===== src/inc/mts_pkg.sv =====
// Purpose: Shared constants and carrier types of the temperature conversion sequencer.
// Assumes: One 200 MHz clock; channel index 0..6 maps to remote 1..3, local, thermistor 1..3.
// Notes: Timing counts are derived from the times here, not typed as cycle figures.
// Notes on behaviour
// - Default order: remote 1, 2, 3, local, thermistor 1, 2, 3, then repeat.
// - Each finished conversion is stored in that channel's own result register.
// - Configuration bit 4 set by host selects the fast channel-1 sequence.
// - Fast mode puts remote channel 1 between every other channel.
// - Thermistor reference is on only while a thermistor channel converts.
// - Every channel has an alert limit; channels 1, 4, 5, 6 an overtemperature limit.
// - Overtemperature output goes low when channel 1, 4, 5 or 6 exceeds its limit.
// - Alert output goes low when a monitored channel exceeds its alert limit.
// - Thermistor results are a fraction of the reference voltage, not degrees.
// - Host sets the standby bit; the converter then stops.
// - Standby keeps all stored results and the serial interface keeps working.
// - In standby the bus timeout is armed only after a start condition.
// - Standby during a conversion abandons it; earlier results stay readable.
// - Serial interface resets when its clock stays low beyond 25 to 45 ms.
package mts_pkg;
  localparam int CH_N = 7;
  localparam int CH_W = 3;
  localparam int DATA_W = 8;
  localparam int CFG_W = 8;
  localparam int CFG_FAST_BIT = 4;
  localparam int CFG_STANDBY_BIT = 6;
  localparam logic [CH_W-1:0] CH_FIRST = 3'h0;
  localparam logic [CH_W-1:0] CH_LAST = 3'h6;
  localparam logic [CH_W-1:0] CH_OTHER_FIRST = 3'h1;
  localparam logic [CH_W-1:0] CH_THERM_FIRST = 3'h4;
  localparam logic [CH_N-1:0] OVERTEMP_OUT_N_CH_MASK = 7'h39;
  localparam logic [CH_N-1:0] ALERT_CH_MASK = 7'h7f;
  localparam logic [DATA_W-1:0] RESULT_RST = 8'h00;
  localparam int CLK_MHZ = 200;
  localparam int TIMEOUT_MS = 25;
  localparam int TIMEOUT_CYC = TIMEOUT_MS * 1000 * CLK_MHZ;

  typedef struct packed {
    logic start;
    logic [CH_W-1:0] ch;
  } mts_conv_req_s;

  typedef struct packed {
    logic done;
    logic [DATA_W-1:0] data;
  } mts_conv_rsp_s;
endpackage : mts_pkg


===== src/hw/mts_sync2.sv =====
// Purpose: Two-stage synchroniser for pin levels.
// Assumes: Inputs are asynchronous levels.
// Notes: Only the second stage may be read by logic.
`timescale 1ns/1ps
module mts_sync2 #(
  parameter int W = 1
) (
  input wire logic clk_i,
  input wire logic rst_i,
  input wire logic [W-1:0] d_i,
  output logic [W-1:0] q_o
);
  logic [W-1:0] meta;

  always_ff @(posedge clk_i or posedge rst_i) begin
    if (rst_i) begin
      meta <= '1;
      q_o <= '1;
    end else begin
      meta <= d_i;
      q_o <= meta;
    end
  end
endmodule : mts_sync2


===== src/hw/mts_cmp.sv =====
// Purpose: One threshold flag, refreshed when its channel's result is stored.
// Assumes: upd_i is a one-cycle pulse in the cycle the new value is stored.
// Notes: A disabled comparator holds its flag low.
`timescale 1ns/1ps
module mts_cmp #(
  parameter int W = 8
) (
  input wire logic clk_i,
  input wire logic rst_i,
  input wire logic en_i,
  input wire logic upd_i,
  input wire logic [W-1:0] val_i,
  input wire logic [W-1:0] lim_i,
  output logic flag_o
);
  wire over = val_i > lim_i;

  always_ff @(posedge clk_i or posedge rst_i) begin
    if (rst_i) begin
      flag_o <= 1'b0;
    end else if (upd_i) begin
      flag_o <= en_i & over;
    end
  end
endmodule : mts_cmp


===== src/hw/mts_seq_top.sv =====
// Purpose: Channel sequencer, result store, threshold alarms and bus timeout.
// Assumes: The converter and serial pins sit outside; converter answers on this clock.
// Notes: Alarm pins are open drain; the pin is pulled low while its enable is high.
`timescale 1ns/1ps
module mts_seq_top #(
  parameter int TIMEOUT_CYCLES = mts_pkg::TIMEOUT_CYC
) (
  input wire logic REF_CLK_I,
  input wire logic SYS_RST_I,
  input wire logic [mts_pkg::CFG_W-1:0] CFG1_I,
  input wire logic [mts_pkg::CH_N-1:0][mts_pkg::DATA_W-1:0] ALERT_LIM_I,
  input wire logic [mts_pkg::CH_N-1:0][mts_pkg::DATA_W-1:0] OVERTEMP_OUT_N_LIM_I,
  output mts_pkg::mts_conv_req_s CONV_REQ_O,
  input wire mts_pkg::mts_conv_rsp_s CONV_RSP_I,
  output logic THERM_REF_EN_O,
  output logic [mts_pkg::CH_N-1:0][mts_pkg::DATA_W-1:0] TEMP_DATA_O,
  output logic [mts_pkg::CH_N-1:0] ALERT_STAT_O,
  output logic [mts_pkg::CH_N-1:0] OVERTEMP_OUT_N_STAT_O,
  output logic STANDBY_O,
  input wire logic SERIAL_BUS_CLOCK_PIN_I,
  input wire logic SERIAL_BUS_DATA_PIN_I,
  output logic BUS_RESET_O,
  output logic ALERT_N_O,
  output logic ALERT_OE_O,
  output logic OVERTEMP_OUT_N_O,
  output logic OVERTEMP_OE_O
);
  import mts_pkg::*;

  typedef enum logic [1:0] {ST_HALT, ST_ISSUE, ST_WAIT} mts_state_e;

  mts_state_e state;
  mts_state_e next_state;
  logic [CH_W-1:0] ch;
  logic [CH_W-1:0] other;
  logic [CH_W-1:0] next_ch;
  logic [CH_W-1:0] next_other;
  logic vref;
  logic [CH_N-1:0][DATA_W-1:0] result;

  // Host configuration bits, read straight from the first configuration register.
  wire fast_mode = CFG1_I[CFG_FAST_BIT];
  wire standby = CFG1_I[CFG_STANDBY_BIT];

  // Standby wins over a finishing conversion, so the result is dropped.
  wire store = (state == ST_WAIT) && CONV_RSP_I.done && !standby;
  wire is_therm = ch >= CH_THERM_FIRST;

  // Sequence stepping for both orders.
  wire [CH_W-1:0] ch_plus = (ch == CH_LAST) ? CH_FIRST : ch + 3'h1;
  wire [CH_W-1:0] other_plus = (other == CH_LAST) ? CH_OTHER_FIRST : other + 3'h1;
  wire [CH_W-1:0] fast_next = (ch == CH_FIRST) ? other : CH_FIRST;
  wire [CH_W-1:0] step_ch = fast_mode ? fast_next : ch_plus;
  wire leaving_other = fast_mode && (ch != CH_FIRST);

  always_comb begin
    next_state = state;
    next_ch = ch;
    next_other = other;
    case (state)
      ST_HALT: begin
        next_ch = CH_FIRST;
        next_other = CH_OTHER_FIRST;
        if (!standby) begin
          next_state = ST_ISSUE;
        end
      end
      ST_ISSUE: begin
        next_state = standby ? ST_HALT : ST_WAIT;
      end
      ST_WAIT: begin
        if (standby) begin
          next_state = ST_HALT;
        end else if (CONV_RSP_I.done) begin
          next_state = ST_ISSUE;
          next_ch = step_ch;
          if (leaving_other) begin
            next_other = other_plus;
          end
        end
      end
      default: begin
        next_state = ST_HALT;
      end
    endcase
  end

  always_ff @(posedge REF_CLK_I or posedge SYS_RST_I) begin
    if (SYS_RST_I) begin
      state <= ST_ISSUE;
      ch <= CH_FIRST;
      other <= CH_OTHER_FIRST;
      vref <= 1'b0;
    end else begin
      state <= next_state;
      ch <= next_ch;
      other <= next_other;
      vref <= (next_state != ST_HALT) && (next_ch >= CH_THERM_FIRST);
    end
  end

  // Results survive standby untouched; only a completed conversion writes.
  always_ff @(posedge REF_CLK_I or posedge SYS_RST_I) begin
    if (SYS_RST_I) begin
      result <= {CH_N{RESULT_RST}};
    end else if (store) begin
      // Thermistor codes are kept as the reference fraction the converter gives.
      result[ch] <= CONV_RSP_I.data;
    end
  end

  genvar g;
  generate
    for (g = 0; g < CH_N; g++) begin : g_lim
      mts_cmp #(.W(DATA_W)) u_alert (
        .clk_i(REF_CLK_I),
        .rst_i(SYS_RST_I),
        .en_i(ALERT_CH_MASK[g]),
        .upd_i(store && (ch == CH_W'(g))),
        .val_i(CONV_RSP_I.data),
        .lim_i(ALERT_LIM_I[g]),
        .flag_o(ALERT_STAT_O[g])
      );
      mts_cmp #(.W(DATA_W)) u_overtemp_out_n (
        .clk_i(REF_CLK_I),
        .rst_i(SYS_RST_I),
        .en_i(OVERTEMP_OUT_N_CH_MASK[g]),
        .upd_i(store && (ch == CH_W'(g))),
        .val_i(CONV_RSP_I.data),
        .lim_i(OVERTEMP_OUT_N_LIM_I[g]),
        .flag_o(OVERTEMP_OUT_N_STAT_O[g])
      );
    end
  endgenerate

  assign CONV_REQ_O.start = (state == ST_ISSUE) && !standby;
  assign CONV_REQ_O.ch = ch;
  assign THERM_REF_EN_O = vref;
  assign TEMP_DATA_O = result;
  assign STANDBY_O = (state == ST_HALT);
  assign ALERT_OE_O = |ALERT_STAT_O;
  assign ALERT_N_O = 1'b0;
  assign OVERTEMP_OE_O = |OVERTEMP_OUT_N_STAT_O;
  assign OVERTEMP_OUT_N_O = 1'b0;

  // Serial pins are watched only for start, stop and a stuck-low clock.
  logic [1:0] pin_sync;
  logic scl_d;
  logic sda_d;
  logic armed;
  logic [31:0] low_cnt;
  logic bus_rst;

  mts_sync2 #(.W(2)) u_pin_sync (
    .clk_i(REF_CLK_I),
    .rst_i(SYS_RST_I),
    .d_i({SERIAL_BUS_CLOCK_PIN_I, SERIAL_BUS_DATA_PIN_I}),
    .q_o(pin_sync)
  );

  wire scl = pin_sync[1];
  wire sda = pin_sync[0];
  wire start_cond = scl && scl_d && sda_d && !sda;
  wire stop_cond = scl && scl_d && !sda_d && sda;
  wire tmo_live = !standby || armed;
  wire tmo_hit = low_cnt >= 32'(TIMEOUT_CYCLES);

  always_ff @(posedge REF_CLK_I or posedge SYS_RST_I) begin
    if (SYS_RST_I) begin
      scl_d <= 1'b1;
      sda_d <= 1'b1;
      armed <= 1'b0;
      low_cnt <= 32'h0;
      bus_rst <= 1'b0;
    end else begin
      scl_d <= scl;
      sda_d <= sda;
      // A new start keeps the timeout armed even if a timeout fires together.
      if (start_cond) begin
        armed <= 1'b1;
      end else if (stop_cond || bus_rst) begin
        armed <= 1'b0;
      end
      // The count is cleared only on the edge after the pulse rises, so the pulse
      // must block itself or it would last two cycles.
      bus_rst <= tmo_live && !scl && tmo_hit && !bus_rst;
      if (scl || !tmo_live || bus_rst) begin
        low_cnt <= 32'h0;
      end else if (!tmo_hit) begin
        low_cnt <= low_cnt + 32'h1;
      end
    end
  end

  assign BUS_RESET_O = bus_rst;

  logic [CH_W-1:0] last_ch;
  logic [DATA_W-1:0] last_data;
  logic last_store;
  always_ff @(posedge REF_CLK_I or posedge SYS_RST_I) begin
    if (SYS_RST_I) begin
      last_ch <= CH_FIRST;
      last_data <= RESULT_RST;
      last_store <= 1'b0;
    end else begin
      last_ch <= ch;
      last_data <= CONV_RSP_I.data;
      last_store <= store;
    end
  end
endmodule : mts_seq_top


===== config.mk =====
export PLATFORM = sky130hd
export DESIGN_NAME = mts_seq_top
export DESIGN_NICKNAME = d
export VERILOG_FILES = /design/src/inc/mts_pkg.sv /design/src/hw/mts_sync2.sv /design/src/hw/mts_cmp.sv /design/src/hw/mts_seq_top.sv
export SDC_FILE = /design/constraint.sdc
export NUM_CORES = 1
export LEC_CHECK = 0
export BUFFER_PORTS_ARGS = -buffer_cell sky130_fd_sc_hd__clkbuf_2
export CELL_PAD_IN_SITES_DETAIL_PLACEMENT = 0
export CELL_PAD_IN_SITES_GLOBAL_PLACEMENT = 1
export CORE_MARGIN = 5
export CORE_UTILIZATION = 36
export CTS_CLUSTER_SIZE = 40
export DETAILED_ROUTE_END_ITERATION = 12
export PLACE_DENSITY_LB_ADDON = 0.05
export SLEW_MARGIN = 20
export SYNTH_ARGS = -nofsm -noshare
export SYNTH_HDL_FRONTEND = slang
export SYNTH_SLANG_ARGS = --single-unit

===== constraint.sdc =====
create_clock -name REF_CLK_I -period 3.4 [get_ports REF_CLK_I]
set_input_delay 0.51 -clock REF_CLK_I [delete_from_list [all_inputs] [get_ports REF_CLK_I]]
set_output_delay 0.51 -clock REF_CLK_I [all_outputs]
set_load 0.03 [all_outputs]

==> run metrics, run 1 <==
slowest CP cell or4_1; static leakage power 0.004825 µW; Post-route DRC 0; post-synth top area cell dfrtp_1; max-slew violations 0; hold crit path type in2reg; most frequent cells in the layout clkbuf_2 (178), dfrtp_1 (108), inv_1 (101); 1st-iter DRT viols slightly below 200; asr flop ratio synth 1.000; post-DR wirelength/cell 17.84 µm; Cell Chain, Critical Path a2111oi_0, nand2_1, a211o_2, or4_1, a21oi_1; via count just over 6,000; Slew HR 0.3582; Most used DFF post-synth dfrtp_1; Worst setup EP type flop; top cells by area in the synthesized netlist dfrtp_1 (38%), ha_1 (16%), mux2_2 (8.8%); Worst-Margin Slew 960.7 ps; fmax approximately 430 MHz; IO Port Bufs about 180; Antenna diodes 0; Gates resized, CTS repair 0; TNS Setup 0 ps; vias in the first global route 6,160; Synth Instances 729; die span in x 151.4 µm; maxcap violations 0; Syn Area/Cell a little under 10 µm²; DR pass1 iterations 5; Distinct cells, synth 48; synthesized area around 7200 µm²; Final Hold Fails 0; cell family contributing the most delay on the critical path compound AO/OA/AOI/OAI gates; Routed WL roughly 21,000 µm; Final Skew ~7.6 ps; EDFF count, synth 0; PwrDens around 460 nW/µm²; IO Pins roughly 210; core area 19,590 µm²; placed instance area around 8300 µm²; Worst Setup Start Kind flop; worst-case clock buffer depth 2; CTS Hold Bufs 0; clk_lat worst skew about 410 ps; H-tree levels 4; Yosys reg bits ~120; largest net degree at the start of global routing 52; # setup viols final 0; critical path class reg2reg; Root Buffer Master clkbuf_16; Worst Path Arrival about 2700 ps; Starting Density 0.3672; fin nets 1,120; status finished clean; layout cell share with drive strength beyond 1 0.3084; CP required approximately 3700 ps; GP Congestion between 0.8 and 0.9; GR Overflow Total 0; Worst VDD drop slightly above 300 µV; DIE AREA roughly 23,000 µm²; Die H ~150 µm; Num Clock Sinks approximately 120; Total Routing Usage GR 0.1827; post-route cell area 8886 µm²; top cell type's share of synthesized area 0.3757; min cycle time layout approximately 2300 ps; cts bufs inserted 17; row count slightly above 50; drt via density 5.147; initial antenna violation count 0; Clock transition at path regs approximately 50 ps; placed wire-length estimate 15,360 µm; Seq/Total Area, Yosys 0.4049; setup bufs post-CTS 0; commonest non-fill, non-tap cell in the layout clkbuf_2; synth warn 0; RSZ-0062 raised after global routing false; area grow syn2layout 23.51%; Critical Path Max Stage Delay 570 ps; critical path buffer and inverter count 0; TritonCTS clock tree built; Antenna Nets Post-Route 0; CP max FO 39; final worst path period share 0.6801; first-pass GRT wire length 32,040 µm
metrics by stage:
stage                     cells  hold WS, ps  total power [µW]  utilization  setup slack, ps
after global routing       1173        163.5              4285       0.4536            843.5
after detailed placement   1142        346.8              2247       0.4221            882.8
after global placement     1142        346.4              2220       0.4221            903.2
after CTS                  1173        161.8              4146       0.4535            880.3
final                      1173        182.5              4091       0.4536             1088
after floorplan             733        345.2              1983            -             1397
report_power, final:
| group | leakage [µW] | total, µW | switching [µW] | internal (µW) |
|---|---|---|---|---|
| Sequential | 0.00157 | 1510 | 56.5 | 1450 |
| Combinational | 0.00296 | 705 | 443 | 262 |
| Clock | 0.000299 | 1870 | 621 | 1250 |
metal layers:
layer  GRT usage  up-vias  wire, µm
met3     0.03561       41      1074
met1      0.2256     2889      9158
met5           0        -         0
met4     0.06437        0       508
li1            -     2917         -
met2      0.3174      190     10180
layout make-up:
type / instances / area [µm²]
Clock buffer: 21 / 460.4
Tap cell: 265 / 331.6
Sequential cell: 116 / 2913
Fill cell: 1924 / 10700
Clock inverter: 10 / 155.1
Timing Repair Buffer: 181 / 925.9
Inverter: 102 / 386.6
Multi-Input combinational cell: 478 / 3714
synthesized netlist by cell type, types with 2 or more instances:
| library cell | count |
|---|---|
| buf_2 | 2 |
| a21oi_1 | 43 |
| a211oi_1 | 2 |
| o211ai_1 | 11 |
| o21ba_2 | 2 |
| nor2_1 | 30 |
| or4_1 | 12 |
| or3_1 | 9 |
| o22ai_1 | 9 |
| ha_1 | 91 |
| a21o_1 | 16 |
| nor2b_1 | 5 |
| inv_1 | 102 |
| nand3_1 | 23 |
| nor3_1 | 5 |
| dfrtp_1 | 108 |
| mux2_2 | 56 |
| mux2i_1 | 2 |
| a221oi_1 | 3 |
| clkbuf_1 | 18 |
| o21ai_0 | 28 |
| nand4_1 | 18 |
| o31ai_1 | 7 |
| and3_1 | 12 |
| nand2b_1 | 6 |
| buf_4 | 16 |
| o21a_1 | 12 |
| dfstp_2 | 8 |
| a22o_1 | 6 |
| nand2_1 | 31 |
| nor4_1 | 3 |
| a2111oi_0 | 6 |
| and2_1 | 12 |
path summary, 6_finish.rpt:
path,startpoint,end,slack (ps),cells past startpoint
setup / recovery,low_cnt[11]$_DFFE_PP0P_,low_cnt[18]$_DFFE_PP0P_,1090,5
hold reg to reg,u_pin_sync.meta[0]$_DFF_PP1_,u_pin_sync.q_o[0]$_DFF_PP1_,350,0
hold / removal,SERIAL_BUS_DATA_PIN_I,u_pin_sync.meta[0]$_DFF_PP1_,180,1
setup reg to reg,low_cnt[11]$_DFFE_PP0P_,low_cnt[18]$_DFFE_PP0P_,1090,5
min in group asynchronous,SYS_RST_I,TEMP_DATA_O[52]$_DFFE_PP0P_,290,2
max in group asynchronous,SYS_RST_I,TEMP_DATA_O[41]$_DFFE_PP0P_,2240,3
state kept, by name (all words and copies together), names as in the netlist, 2 cells and up, named ones only:
signal	count
g_lim.u_overtemp_out_n.flag_o	4
g_lim.u_alert.flag_o	7
u_pin_sync.q_o	2
state	2
TEMP_DATA_O	56
low_cnt	32
u_pin_sync.meta	2
other	3
cells by family after synthesis:
kind of cell	share of synthesized area
DFF	0.4049
adders and majority gates	0.1583
xor gates and xnor gates	0.001218
muxes	0.09043
and+or+nand+nor	0.1275
AOI/OAI and AO/OA	0.1360
other	0.0005212
buffers and inverters	0.08122
No activity file was read; power rests on OpenSTA's default activity.
==> inputs of run 2 (changes only) <==
==> constraint.sdc (replaced) <==
create_clock -name REF_CLK_I -period 1.9 [get_ports REF_CLK_I]
set_input_delay 0.285 -clock REF_CLK_I [delete_from_list [all_inputs] [get_ports REF_CLK_I]]
set_output_delay 0.285 -clock REF_CLK_I [all_outputs]
set_load 0.03 [all_outputs]
==> run 2 against run 1 <==
Net effect:
- the run now ends with negative setup slack left
- total power is 77% higher
- clock power is 73% higher
- via count is 3.8% higher
- worst setup slack worse by 1300 ps
- core utilization is 3.8 points higher
- fmax is 11% higher
- cell count is 6.7% higher
- count of clock-buffer cells in the layout is 4 lower
- die area stayed put
- non-clock buffer count is 77 higher
- critical endpoint unchanged
==> run metrics, run 2 (synthesis gave the netlist of run 1 again) <==
TritonCTS clock tree built (unchanged); failing checks negative setup slack; PwrDens 753.0 nW/µm² (was 460.4 nW/µm²); PnR worst setup slack -185.1 ps (was 1088 ps); H-tree levels 4 (unchanged); IO Pins 214 (unchanged); Post-route DRC 0 (unchanged); critical path class reg2reg (unchanged); Starting Density 0.3672 (unchanged); post-DR wirelength/cell 17.51 µm (was 17.84 µm); Total Routing Usage GR 0.1944 (was 0.1827); Num Clock Sinks 116 (unchanged); area grow syn2layout 33.88% (was 23.51%); flop2flop setup slack -190 ps (was 1090 ps); CP required 2240 ps (was 3740 ps); placed wire-length estimate 17,060 µm (was 15,360 µm); DIE AREA 22,910 µm² (unchanged); switching share of power 0.2983 (was 0.2739); via count 6,265 (was 6,037); Hold Startpoint CONV_RSP_I[8] (was SERIAL_BUS_DATA_PIN_I); layout cell share with drive strength beyond 1 0.3718 (was 0.3084); Clock transition at path regs 60 ps (was 50 ps); max-slew violations 0 (unchanged); Root Buffer Master clkbuf_16 (unchanged); final worst path period share 1.097 (was 0.6801); DR pass1 iterations 4 (was 5); first-pass GRT wire length 34,190 µm (was 32,040 µm); part of the power in combinational logic 0.184 (was 0.172); Clock power frac 0.445 (was 0.458); Worst Path Arrival 2430 ps (was 2650 ps); CP max FO 6 (was 39); Routed WL 21,920 µm (was 20,920 µm); worst-case clock buffer depth 2 (unchanged); most frequent cells in the layout clkbuf_2 (178), dfrtp_1 (108), inv_1 (101) (unchanged); hold depth 3 (was 1); Worst R2R End low_cnt[18]$_DFFE_PP0P_ (unchanged); min cycle time layout 2085 ps (was 2312 ps); commonest non-fill, non-tap cell in the layout clkbuf_2 (unchanged); Critical Path Max Stage Delay 470 ps (was 570 ps); Final Skew 13.92 ps (was 7.612 ps); status finished, violations left (was finished clean); fmax 479.6 MHz (was 432.5 MHz); Worst Setup Start Kind flop (unchanged); clk_lat worst skew 420 ps (was 410 ps); Slew HR 0.5820 (was 0.3582); GR Overflow Total 0 (unchanged); fin nets 1,198 (was 1,120); Cell Chain, Critical Path a2111oi_4, nand2_1, buf_4, a211o_4, or4_1, a21oi_1 (was a2111oi_0, nand2_1, a211o_2, or4_1, a21oi_1); slowest CP cell or4_1 (unchanged); Antenna Nets Post-Route 0 (unchanged); Worst VDD drop 649.2 µV (was 309.1 µV); post-route cell area 9632 µm² (was 8886 µm²); reg2reg path depth 6 (was 5); Flop pwr share 0.371 (was 0.369); # setup viols final 20 (was 0); GP Congestion 0.8649 (was 0.8601); Die H 151.4 µm (unchanged); Hold Path End state[0]$_DFF_PP1_ (was u_pin_sync.meta[0]$_DFF_PP1_); Largest register FFs 56 (unchanged); cts bufs inserted 17 (unchanged); 1st-iter DRT viols 257 (was 198); Worst-Margin Slew 625.6 ps (was 960.7 ps); vias in the first global route 6,512 (was 6,160); Worst R2R Start low_cnt[10]$_DFFE_PP0P_ (was low_cnt[11]$_DFFE_PP0P_); IO Port Bufs 178 (unchanged); maxcap violations 0 (unchanged); fill cell count 1,870 (was 1,924); core area 19,590 µm² (unchanged); RSZ-0062 raised after global routing true (was false); overall power 7252 µW (was 4091 µW); placed instance area 8853 µm² (was 8269 µm²); P_sw 2163 µW (was 1120 µW); hold crit path type in2reg (unchanged); Worst setup EP type flop (unchanged); row count 51 (unchanged); Int Pwr 5089 µW (was 2970 µW); Antenna diodes 0 (unchanged); die span in x 151.4 µm (unchanged); initial antenna violation count 0 (unchanged); drt via density 5.004 (was 5.147); static leakage power 0.005253 µW (was 0.004825 µW); largest net degree at the start of global routing 29 (was 52); CP startpoint low_cnt[10]$_DFFE_PP0P_ (was low_cnt[11]$_DFFE_PP0P_); Final Hold Fails 0 (unchanged)
[run 2: changes by cell type in the layout (fill, tap and decap cells not counted), moves of 3 or more]
cell           before  now
clkinv_4            0    6
dlygate4sd3_1       0    3
or4_4               0    3
buf_6               0    4
clkinv_2            4    0
or4_1              12    9
buf_12              1    7
buf_4               2   66
inv_6               0    3
[run 2: final cells by class]
type,instances,area (µm²),share of cell area
multi-input combinational,479,3801,0.3946
sequential,116,2913,0.3024
timing repair buffer,258,1602,0.1663
clock buffer,17,425.4,0.04417
inverter,102,386.6,0.04014
tap,265,331.6,0.03442
clock inverter,15,172.7,0.01793
[run 2: stage by stage]
| step | util | std cells | setup WS [ps] | setup TNS (ps) | hold WS, ps |
|---|---|---|---|---|---|
| floorplan | - | 733 | -38.41 | -38.41 | 289.5 |
| global placement | 0.4519 | 1209 | -207.1 | -2832 | 345.6 |
| detailed placement | 0.4519 | 1209 | -222.0 | -3312 | 347.2 |
| CTS | 0.4883 | 1250 | -162.6 | -2107 | 98.07 |
| global route | 0.4917 | 1252 | -252.8 | -3751 | 131.0 |
| finish | 0.4917 | 1252 | -185.1 | -2080 | 109.4 |
[run 2: worst max-delay path by stage]
| stage | to | slack [ps] | cells after the start |
|---|---|---|---|
| 2_1_floorplan | low_cnt[11]$_DFFE_PP0P_ | -40 | 6 |
| 3_3_place_gp | low_cnt[14]$_DFFE_PP0P_ | -210 | 6 |
| 3_5_place_dp | low_cnt[14]$_DFFE_PP0P_ | -220 | 6 |
| 4_1_cts | low_cnt[18]$_DFFE_PP0P_ | -160 | 6 |
| 5_1_grt | low_cnt[18]$_DFFE_PP0P_ | -250 | 6 |
| 6_report | low_cnt[18]$_DFFE_PP0P_ | -190 | 6 |
[run 2: repair_timing]
item                                    4_1_cts  5_1_grt
endpoints found under the hold margin        21        0
endpoints found under the setup margin       19       23
gates cloned                                  1        0
resized for setup                             9       10
setup buffers                                 5        2
hold buffers                                  3        0
pin swaps                                    21        6
[run 2: power groups by stage]
stage | Sequential, µW | Combinational, µW | Clock, µW
floorplan | 2860 | 685 | 0
global placement | 2740 | 1310 | 0
detailed placement | 2740 | 1340 | 0
CTS | 2700 | 1350 | 3310
global route | 2710 | 1480 | 3410
finish | 2690 | 1330 | 3230
[run 2: worst max-delay path, delay by kind of cell, from the launching register on]
| family | cells | cell delay, ps |
|---|---|---|
| simple gates | 2 | 610 |
| compound gates | 3 | 840 |
| buf+inv | 1 | 160 |
| flops | 1 | 410 |
[run 2: routing by layer]
metal / global-route usage / share of wire / wire length, µm
met5: 0 / 0 / 0
met4: 0.05621 / 0.016 / 343
met3: 0.03321 / 0.045 / 993
met2: 0.3423 / 0.50 / 10950
met1: 0.2440 / 0.44 / 9627
==> inputs of run 3 (changes only) <==
--- a/config.mk
+++ b/config.mk
@@ -8,11 +8,12 @@
 export BUFFER_PORTS_ARGS = -buffer_cell sky130_fd_sc_hd__clkbuf_2
 export CELL_PAD_IN_SITES_DETAIL_PLACEMENT = 0
 export CELL_PAD_IN_SITES_GLOBAL_PLACEMENT = 1
-export CORE_MARGIN = 5
+export CORE_MARGIN = 1
 export CORE_UTILIZATION = 36
 export CTS_CLUSTER_SIZE = 40
 export DETAILED_ROUTE_END_ITERATION = 12
 export PLACE_DENSITY_LB_ADDON = 0.05
+export REMOVE_ABC_BUFFERS = 1
 export SLEW_MARGIN = 20
 export SYNTH_ARGS = -nofsm -noshare
 export SYNTH_HDL_FRONTEND = slang
==> run 3 against run 2 <==
Net effect:
- the flow still finishes with violations (negative setup slack)
- combinational power is essentially flat
- non-clock buffer count decreased by 1
- register-to-register slack better by 30 ps
- largest power group unchanged
- highest routed layer unchanged
==> run metrics, run 3 (synthesis gave the netlist of run 1 again) <==
status finished, violations left (unchanged); failing checks negative setup slack (unchanged); IO Port Bufs 178 (unchanged); register area 2913 µm² (unchanged); hold crit path type in2reg (unchanged); static leakage power 0.005310 µW (was 0.005253 µW); DR pass1 iterations 4 (unchanged); largest net degree at the start of global routing 39 (was 29); die span in x 143.4 µm (was 151.4 µm); area grow syn2layout 35.53% (was 33.88%); GR Overflow Total 0 (unchanged); Final Skew 7.162 ps (was 13.92 ps); Worst-Margin Slew 500.5 ps (was 625.6 ps); Starting Density 0.3684 (was 0.3672); maxcap violations 0 (unchanged); layout cell share with drive strength beyond 1 0.3799 (was 0.3718); Clock transition at path regs 60 ps (about the same); Antenna Nets Post-Route 0 (unchanged); most frequent cells in the layout clkbuf_2 (178), dfrtp_1 (108), inv_1 (101) (unchanged); cts bufs inserted 17 (unchanged); core area 19,530 µm² (was 19,590 µm²); max-slew violations 0 (unchanged); RSZ-0062 raised after global routing true (unchanged); Post-route DRC 0 (unchanged); # setup viols final 19 (was 20); placed wire-length estimate 16,060 µm (was 17,060 µm); IO Pins 214 (unchanged); Worst VDD drop 496.5 µV (was 649.2 µV); drt via density 4.977 (was 5.004); dpl cells 1,210 (was 1,209); hold depth 3 (unchanged); 1st-iter DRT viols 146 (was 257); Worst Setup Start Kind flop (unchanged); GP Congestion 0.8333 (was 0.8649); multi-input logic area 3865 µm² (was 3801 µm²); Final Hold Fails 0 (unchanged); Largest register FFs 56 (unchanged); Num Clock Sinks 116 (unchanged); fmax 486.5 MHz (was 479.6 MHz); vias in the first global route 6,257 (was 6,512); CP required 2240 ps (about the same); H-tree levels 4 (unchanged); initial antenna violation count 0 (unchanged); Routed WL 20,960 µm (was 21,920 µm); DIE AREA 20,550 µm² (was 22,910 µm²); min cycle time layout 2055 ps (was 2085 ps); Slew HR 0.6577 (was 0.5820); fin nets 1,198 (unchanged); post-DR wirelength/cell 16.74 µm (was 17.51 µm); Final Non-Filler Cells 1,252 (unchanged); CP max FO 5 (was 6); Root Buffer Master clkbuf_16 (unchanged); Final Util 0.4994 (was 0.4917); flop2flop setup slack -160 ps (was -190 ps); reg2reg path depth 6 (unchanged); Total Routing Usage GR 0.2109 (was 0.1944); critical path class reg2reg (unchanged); fill cell count 1,840 (was 1,870); Die H 143.4 µm (was 151.4 µm); Worst setup EP type flop (unchanged); first-pass GRT wire length 32,600 µm (was 34,190 µm); via count 6,231 (was 6,265); WHS 101.8 ps (was 109.4 ps); Worst Path Arrival 2400 ps (was 2430 ps); clk_lat worst skew 420 ps (about the same); PwrDens 795.4 nW/µm² (was 753.0 nW/µm²); TritonCTS clock tree built (unchanged); worst-case clock buffer depth 2 (unchanged); PnR worst setup slack -155.5 ps (was -185.1 ps); Antenna diodes 0 (unchanged); final worst path period share 1.082 (was 1.097); row count 51 (unchanged); commonest non-fill, non-tap cell in the layout clkbuf_2 (unchanged)
==> run 3: metal layers <==
metal	GRT usage	vias up	share of wire
li1	-	3073	-
met1	0.2668	2989	0.45
met2	0.3602	145	0.49
met3	0.04598	24	0.040
met4	0.05991	0	0.014
met5	0	-	0
==> run 3: through the flow <==
| stage | total power (µW) | area, µm² | setup slack, ps | setup TNS [ps] |
|---|---|---|---|---|
| floorplan | 3505 | 7008 | -1444 | -165040 |
| global placement | 3999 | 8828 | -360.3 | -6188 |
| CTS | 7838 | 9651 | -205.5 | -3201 |
| finish | 7755 | 9751 | -155.5 | -1653 |
| detailed placement | 4042 | 8828 | -389.9 | -6661 |
| global route | 8085 | 9751 | -226.8 | -3059 |
==> run 3: worst paths after layout <==
check                                                  start                                   to
worst max-delay path                 low_cnt[15]$_DFFE_PP0P_              low_cnt[16]$_DFFE_PP0P_
worst min-delay path                           CONV_RSP_I[8]                   state[0]$_DFF_PP1_
worst max register to register       low_cnt[15]$_DFFE_PP0P_              low_cnt[16]$_DFFE_PP0P_
worst min register to register  u_pin_sync.meta[1]$_DFF_PP1_          u_pin_sync.q_o[1]$_DFF_PP1_
max in group asynchronous                          SYS_RST_I  g_lim[4].u_alert.flag_o$_DFFE_PP0P_
min in group asynchronous                          SYS_RST_I                   state[1]$_DFF_PP0_
==> run 3: power breakdown <==
part | leakage (µW) | internal (µW) | switching [µW]
Clock | 0.000326 | 2590 | 1170
Sequential | 0.00157 | 2600 | 76.2
Combinational | 0.00342 | 523 | 797
==> run 3: area by class of cell <==
cell class / instances / share of cell area
Clock inverter: 14 / 0.02631
Inverter: 102 / 0.03952
Timing Repair Buffer: 257 / 0.1610
Tap cell: 265 / 0.03400
Sequential cell: 116 / 0.2987
Multi-Input combinational cell: 480 / 0.3964
Clock buffer: 18 / 0.04401
==> run 3: repair_timing <==
action / in CTS / in global routing
pin swaps: 18 / 19
buffers inserted: 4 / 0
cloned: 2 / 1
hold endpoints to repair: 11 / 0
resized for setup: 12 / 21
endpoints found under the setup margin: 21 / 23
hold buffers: 3 / 0
==> run 3: critical path: stages (launching register included) <==
cell	delay [ps]
dfrtp_1	400
buf_4	160
o211a_1	200
and4_4	170
a211o_4	370
or4_4	530
a21oi_2	150
